===== config.mk =====
export PLATFORM = sky130hd
export DESIGN_NAME = frmx_exec
export DESIGN_NICKNAME = d
export VERILOG_FILES = /design/src/verilog/frmx_pkg.sv /design/src/verilog/frmx_exec.sv
export VERILOG_INCLUDE_DIRS = /design/src /design/src/verilog
export SDC_FILE = /design/constraint.sdc
export NUM_CORES = 1
export LEC_CHECK = 0
export BUFFER_PORTS_ARGS = -buffer_cell sky130_fd_sc_hd__buf_2
export CAP_MARGIN = 20
export CORE_MARGIN = 5
export CORE_UTILIZATION = 50
export DETAILED_ROUTE_END_ITERATION = 7
export MAX_ROUTING_LAYER = met4
export PLACE_DENSITY = 0.79
export SLEW_MARGIN = 20
export SYNTH_ARGS = -nofsm -noshare
export SYNTH_HDL_FRONTEND = slang
export SYNTH_SLANG_ARGS = --single-unit

===== constraint.sdc =====
create_clock -name core_clk -period 2.1 [get_ports core_clk]
set_clock_uncertainty 0.1 [all_clocks]
set_input_delay 0.42 -clock core_clk [delete_from_list [all_inputs] [get_ports core_clk]]
set_output_delay 0.42 -clock core_clk [all_outputs]
set_load 0.01 [all_outputs]

===== src/verilog/frmx_cfg.svh =====
`ifndef FRMX_CFG_SVH
`define FRMX_CFG_SVH

// Opcode field, instruction bits [13:8]; load_immediate matches [13:10]
`define FRMX_OP_INC 6'h0a
`define FRMX_OP_IOR 6'h04
`define FRMX_OP_MOVE 6'h08
`define FRMX_OP_STORE 6'h00
`define FRMX_OP_LIT_HI 4'h3
`define FRMX_OP_LOC_GRP 2'h0
`define FRMX_OP_MSB 13
`define FRMX_OP_LSB 8
`define FRMX_GRP_LSB 12
`define FRMX_LIT_LSB 10
`define FRMX_ADDR_MSB 6
`define FRMX_IMM_MSB 7
`define FRMX_ZERO 8'h00
`define FRMX_TGT_BIT 7
`define FRMX_W_RESET 8'h00
`define FRMX_Z_RESET 1'b0
`define FRMX_ONE 8'h01

`endif


===== src/verilog/frmx_pkg.sv =====
package frmx_pkg;
  typedef enum logic [2:0] {
    FRMX_NOP,
    FRMX_INC,
    FRMX_IOR,
    FRMX_MOVE,
    FRMX_STORE,
    FRMX_LIT
  } frmx_op_t;

  // One instruction as issued to the datapath
  typedef struct packed {
    logic valid;
    logic [13:0] word;
  } frmx_instr_t;

  // Write request towards data memory
  typedef struct packed {
    logic wr;
    logic [6:0] addr;
    logic [7:0] data;
  } frmx_mem_wr_t;
endpackage : frmx_pkg


===== src/verilog/frmx_exec.sv =====
`timescale 1ns/1ps
`include "frmx_cfg.svh"

// What this block does
// - Increment location, result to chosen target
// - Target bit 0 to accumulator, 1 to location
// - OR accumulator with location, to target
// - Move location unchanged to chosen target
// - Move updates zero flag even writing back
// - Store accumulator to location, flags untouched
// - Load 8-bit immediate into accumulator, no flags
// - Unused immediate encoding bits are ignored
module frmx_exec (
  // Clock and reset
  input wire logic core_clk,
  input wire logic nrst,
  input wire logic clk_en,
  // Instruction issue, one per enabled cycle
  input wire frmx_pkg::frmx_instr_t instr,
  // Data memory read of the addressed location
  input wire logic [7:0] mem_rdata,
  // Results
  output frmx_pkg::frmx_mem_wr_t mem_wr,
  output logic [7:0] acc,
  output logic zero_flag,
  output logic done
);
  import frmx_pkg::*;

  // Decoded view of the word on the issue port
  frmx_op_t op;
  logic tgt;
  logic [6:0] addr;
  logic [7:0] imm;
  logic [7:0] result;
  logic wr_acc;
  logic wr_mem;
  logic upd_z;

  // Opcode field of a word
  function automatic logic [5:0] op_field(input logic [13:0] w);
    return w[`FRMX_OP_MSB:`FRMX_OP_LSB];
  endfunction : op_field

  // Load immediate owns a sixteenth of the opcode map
  function automatic logic is_lit(input logic [13:0] w);
    return w[`FRMX_OP_MSB:`FRMX_LIT_LSB] == `FRMX_OP_LIT_HI;
  endfunction : is_lit

  // Location group shares the two top opcode bits
  function automatic logic is_loc(input logic [13:0] w);
    return w[`FRMX_OP_MSB:`FRMX_GRP_LSB] == `FRMX_OP_LOC_GRP;
  endfunction : is_loc

  // Unknown words fall through to no-operation, never to a write
  function automatic frmx_op_t decode(input logic [13:0] w);
    frmx_op_t o;
    o = FRMX_NOP;
    if (is_lit(w)) begin
      // Bits between opcode and immediate carry no meaning
      o = FRMX_LIT;
    end else if (is_loc(w)) begin
      case (op_field(w))
        `FRMX_OP_INC: begin
          o = FRMX_INC;
        end
        `FRMX_OP_IOR: begin
          o = FRMX_IOR;
        end
        `FRMX_OP_MOVE: begin
          o = FRMX_MOVE;
        end
        // Store with a clear target bit is left as a no-operation
        `FRMX_OP_STORE: begin
          o = w[`FRMX_TGT_BIT] ? FRMX_STORE : FRMX_NOP;
        end
        default: begin
          o = FRMX_NOP;
        end
      endcase
    end
    return o;
  endfunction : decode

  // Zero test shared by every flag-affecting instruction
  function automatic logic is_zero(input logic [7:0] v);
    return v == `FRMX_ZERO;
  endfunction : is_zero

  assign op = instr.valid ? decode(instr.word) : FRMX_NOP;
  assign tgt = instr.word[`FRMX_TGT_BIT];
  assign addr = instr.word[`FRMX_ADDR_MSB:0];
  assign imm = instr.word[`FRMX_IMM_MSB:0];

  // Value that the instruction produces
  always_comb begin
    result = acc;
    case (op)
      FRMX_INC: begin
        // Wraps from the top value to zero, no carry kept
        result = mem_rdata + `FRMX_ONE;
      end
      FRMX_IOR: begin
        result = acc | mem_rdata;
      end
      FRMX_MOVE: begin
        result = mem_rdata;
      end
      FRMX_STORE: begin
        result = acc;
      end
      FRMX_LIT: begin
        result = imm;
      end
      default: begin
        result = acc;
      end
    endcase
  end

  // Where the value goes and whether the flag follows it
  always_comb begin
    wr_acc = 1'b0;
    wr_mem = 1'b0;
    upd_z = 1'b0;
    case (op)
      FRMX_INC, FRMX_IOR: begin
        wr_acc = !tgt;
        wr_mem = tgt;
        upd_z = 1'b1;
      end
      FRMX_MOVE: begin
        wr_acc = !tgt;
        wr_mem = tgt;
        // Write back of the same byte still sets the flag
        upd_z = 1'b1;
      end
      FRMX_STORE: begin
        wr_mem = 1'b1;
      end
      FRMX_LIT: begin
        wr_acc = 1'b1;
      end
      default: begin
        wr_acc = 1'b0;
        wr_mem = 1'b0;
        upd_z = 1'b0;
      end
    endcase
  end

  // Accumulator
  always_ff @(posedge core_clk or negedge nrst) begin
    if (!nrst) begin
      acc <= `FRMX_W_RESET;
    end else if (clk_en && wr_acc) begin
      acc <= result;
    end
  end

  // Zero flag, untouched unless the instruction affects it
  always_ff @(posedge core_clk or negedge nrst) begin
    if (!nrst) begin
      zero_flag <= `FRMX_Z_RESET;
    end else if (clk_en && upd_z) begin
      zero_flag <= is_zero(result);
    end
  end

  // Registered write keeps the memory port glitch free
  always_ff @(posedge core_clk or negedge nrst) begin
    if (!nrst) begin
      mem_wr.wr <= 1'b0;
    end else if (clk_en) begin
      mem_wr.wr <= wr_mem;
    end
  end

  // Address and data follow every enabled edge; only wr qualifies them
  always_ff @(posedge core_clk or negedge nrst) begin
    if (!nrst) begin
      mem_wr.addr <= '0;
    end else if (clk_en) begin
      mem_wr.addr <= addr;
    end
  end

  always_ff @(posedge core_clk or negedge nrst) begin
    if (!nrst) begin
      mem_wr.data <= '0;
    end else if (clk_en) begin
      mem_wr.data <= result;
    end
  end

  // One pulse per executed word, also for a no-operation
  always_ff @(posedge core_clk or negedge nrst) begin
    if (!nrst) begin
      done <= 1'b0;
    end else if (clk_en) begin
      done <= instr.valid;
    end
  end
endmodule : frmx_exec


Yosys cells after proc, flatten, opt, wreduce, memory -nomap -nowiden. Cells that the tools add are included.

Bitwise logic cells: 1. Equality and inequality tests: 9. Multiplexer cells: 9. $add $sub $neg: 1. Reductions and logical operators: 7.

Operators by type and width (count): $pmux W8 S4 (1); $eq A6 B4 Y1 const B (2); $mux W3 (4); $pmux W3 S4 (1); $add A8 B1 Y8 const B (1); $logic_not A8 Y1 (1); $or A8 B8 Y8 (1); $eq A3 B2 Y1 const B (2); $eq A3 B3 Y1 const B (2); $eq A6 B3 Y1 const B (1); $logic_not A6 Y1 (1); $eq A4 B2 Y1 const B (1); $pmux W1 S2 (2); $eq A3 B1 Y1 const B (1); $reduce_or A3 Y1 (1); $logic_and A1 B1 Y1 (2); $logic_not A2 Y1 (1); $logic_not A1 Y1 (1); $mux W1 (1).

Bits of input ports: 26. Word-level logic and storage cells: 33. Register bits: 26. Output and inout bits: 26.

Longest topological paths before layout.
Depth after elaboration: 9. Mapped depth: 10. Mapped depth without buffers: 8.

Worst setup path before layout. Ideal clock, no wire load.

Path type: input port to flip-flop. From: in instr[10] (netlist bit). To: reg zero_flag. Path buffers: 1. Data required time: 1.935 ns. Setup slack: -0.008 ns. Library setup time: 0.065 ns. Arrival time: 1.943 ns. Stages on the path: 8. Path through: buf_2 > xnor2_1 > nor2_2 > a221o_1 > a211oi_2 > o2111ai_1 > a211oi_1 > a31o_1.

Cells in the longest elaborated chain, start to end: 9. Elaborated cells between the ends (all ways): 18. Classes of those cells: eq/ne (8); mux (6); reduce/logical (4).

RTL lines: from (decl) (line frmx_exec.sv:19) `input wire frmx_pkg::frmx_instr_t instr,`; $eq A6 B4 Y1 (tied with other cells) (line frmx_exec.sv:63) `case (op_field(w))`; $pmux W3 S4 (line frmx_exec.sv:63); $mux W3 (line frmx_exec.sv:62) `end else if (is_loc(w)) begin`; $mux W3 (*) (line frmx_exec.sv:59) `if (is_lit(w)) begin`; $mux W3 (*) (line frmx_exec.sv:90) `assign op = instr.valid ? decode(instr.word) : FRMX_NOP;`; branches (longest 4 deep; another with $pmux W8 S4); to (signal assigned) (line frmx_exec.sv:164) `` zero_flag <= `FRMX_Z_RESET; ``; to (signal assigned) (line frmx_exec.sv:166) `zero_flag <= is_zero(result);`; to (decl) (line frmx_exec.sv:25) `output logic zero_flag,`.

Every way passes the cells marked *. A chain may end at the register's enable or synchronous reset.

Final worst setup path.
From: in instr[13] (netlist bit). To: reg zero_flag.

Same word-level chain as after synthesis.

==> run metrics <==
status=finished, final reports clean; TritonCTS Buffers=3; worst min-delay path class=primary input to flop; Die X=about 66 microns; DRT Pass-1 Iters=4; crit-path max FO=5; RSZ-0062 raised after global routing=no; HP Start=instr[1]; fraction of registers with async set or reset after synthesis=100%; total detailed-routing wirelength=4410 microns; largest net degree at the start of global routing=27; YS warnings=0; initial drt markers=87; initial core utilization=~52%; top cell type's share of synthesized area=40.8%; synthesized net count=197; CP Capture Type=flop; clk buf depth=2; Via Count=1633; Compound-Gate Fraction of Synth Area=18.1%; Die Y=66.5 microns; area grow syn2layout=38.0%; number of port buffers=51; cell area after synthesis=0.00160 sq mm; die area=around 0.0044 sq mm; DP Area=0.00214 sq mm; EDFF count, synth=0; # setup viols final=0; synth cell count leaders=dfrtp_1 (26), nor2_1 (17), mux2_2 (15); Setup Fix Bufs, Post-CTS=0; Worst-Margin Slew=roughly 0.57 ns; Req. time, crit path=roughly 2.2 ns; # rows=20; critical path class=primary input to flop; Max Cap Violations=0; DRT antenna net count=0; Max IR drop VDD=0.495 mV; Final Slew Violations=0; final instance area=0.00220 sq mm; P_leak=around 1.0 nW; Core ar.=between 0.003 and 0.004 sq mm; Post-synth top flop=dfrtp_1; Max-Slew Margin vs Limit=62.1%; Clock Latency Late Sink=0.31 ns; clk sinks=26; layout cells sized above 1=a little under half; FF+latch count, synth=26; final hold vios=0; R2R Path Start=acc[2]; drt drc=0; final worst path period need=just over 2 ns; ANT cells=0; Tcrit/Tclk final=97.2%; top post-synthesis cells by area=dfrtp_1 (41%), mux2_2 (11%), nor2_1 (4.0%), a21oi_1 (3.1%), nand3_1 (2.8%); Cells after Synth=170; Synth area leader=dfrtp_1; GR Util All Layers=between 20% and 30%; register area share after synthesis=40.8%; TritonCTS clock tree=yes; f_max=490 MHz; CTS clk-pin slew, worst paths=0.14 ns; vias in the first global route=1653; CP startpoint=instr[13]; post-synthesis cell type count=46; largest family of logic cells by synthesized area=simple AND/OR/NAND/NOR gates; most frequent cell after synthesis=dfrtp_1; nature of the critical path startpoint=primary input; initial antenna violation count=0; multiplexer share of the synthesized area=11.8%; CTS root buf=clkbuf_4; nets=281; first-pass GRT wire length=7720 microns; Final HPWL DP=3570 microns; Power Dens Cells=between 600 and 700 mW/mm^2; Core Util, Final=72.1%; DR WL/cell=between 10 and 15 microns; GPL Wtd Cong=roughly 0.9; post-synthesis adder-cell area fraction=less than 1%; Synth Area per Inst=9.38 sq um; Post-Synth XOR/XNOR Area=3.29%; Worst Path Arrival=2.16 ns; number of H-tree levels=1; IO Count=between 50 and 60; detail-routed via count per cell=roughly 5.5; Synth Area in Simple Gates=20.8%; remaining global-route overflow=0
-- flip-flops by register name (all words and copies together) (netlist names) --
register and count:
mem_wr 16, acc 8, done 1, zero_flag 1
-- logic make-up (layout without fill, tap and decap cells) --
family                     after synthesis  count (layout)
and+or+nand+nor                         61              61
muxes                                   17              17
adders and majority gates                1               1
AOI/OAI and AO/OA                       42              42
buffers and inverters                   17             100
xor gates and xnor gates                 6               6
DFF                                     26              26
-- routing by layer --
metal / track usage (%) / part of all wire (%)
met5: - / 0
met4: 4.82 / 0.79
met2: 38.5 / 48
met3: 4.05 / 7.1
met1: 29.3 / 44
-- worst paths after layout --
kind / end / slack, ns / cells past startpoint
max: zero_flag / 0.06 / 8
min: mem_wr[9] / 0.25 / 2
max reg2reg: mem_wr[2] / 0.46 / 6
min reg2reg: done / 0.42 / 1
max in group asynchronous: acc[7] / 0.99 / 2
min in group asynchronous: acc[1] / 0.52 / 2
-- critical path, cell delays in order --
cell and delay (ns):
buf_2 0.12, or4_1 0.57, nor2_2 0.23, a221oi_1 0.12, and3_1 0.17, o2111ai_1 0.24
a211oi_2 0.08, a31o_1 0.21
-- layout make-up --
class,instances,area (sq um)
clock buffers,4,36.3
multi-input cells,127,895
repair buffers,88,536
well taps,44,55.1
inverters,8,30.0
fillers,247,851
flip-flops and latches,26,651
-- report_power, final --
group | switching (mW) | internal (mW)
clock network | 0.139 | 0.106
logic | 0.251 | 0.245
registers | 0.0858 | 0.606
-- cell usage in the layout (no fill, tap or decap), drive strengths merged, types with 4 or more instances in the layout --
master | Yosys | layout
a21oi | 10 | 10
a221oi | 4 | 4
and3 | 7 | 7
buf | 5 | 87
clkbuf | 4 | 4
dfrtp | 26 | 26
inv | 8 | 8
mux2 | 15 | 15
nand2 | 7 | 7
nand3 | 9 | 9
nand4 | 4 | 4
nor2 | 18 | 18
o211ai | 4 | 4
o21ai | 11 | 11
xor2 | 4 | 4
-- stage by stage --
stage	hold slack (ns)	setup TNS [ns]	total power, mW	instances	setup WS, ns
2_1_floorplan	0.0244	0	0.931	170	0.0101
3_3_place_gp	0.342	-2.66	1.18	292	-0.260
3_5_place_dp	0.344	-3.72	1.20	292	-0.365
4_1_cts	0.237	0	1.45	297	0.0827
5_1_grt	0.231	0	1.54	297	0.00445
6_report	0.246	0	1.43	297	0.0594
-- what timing repair did --
action / 4_1_cts / 5_1_grt
hold buffers: 1 / 0
gates resized for setup: 1 / 3
hold endpoints to repair: 26 / 0
pin swaps: 0 / 0
setup endpoints to repair: 3 / 8
No activity file was read; power rests on OpenSTA's default activity.
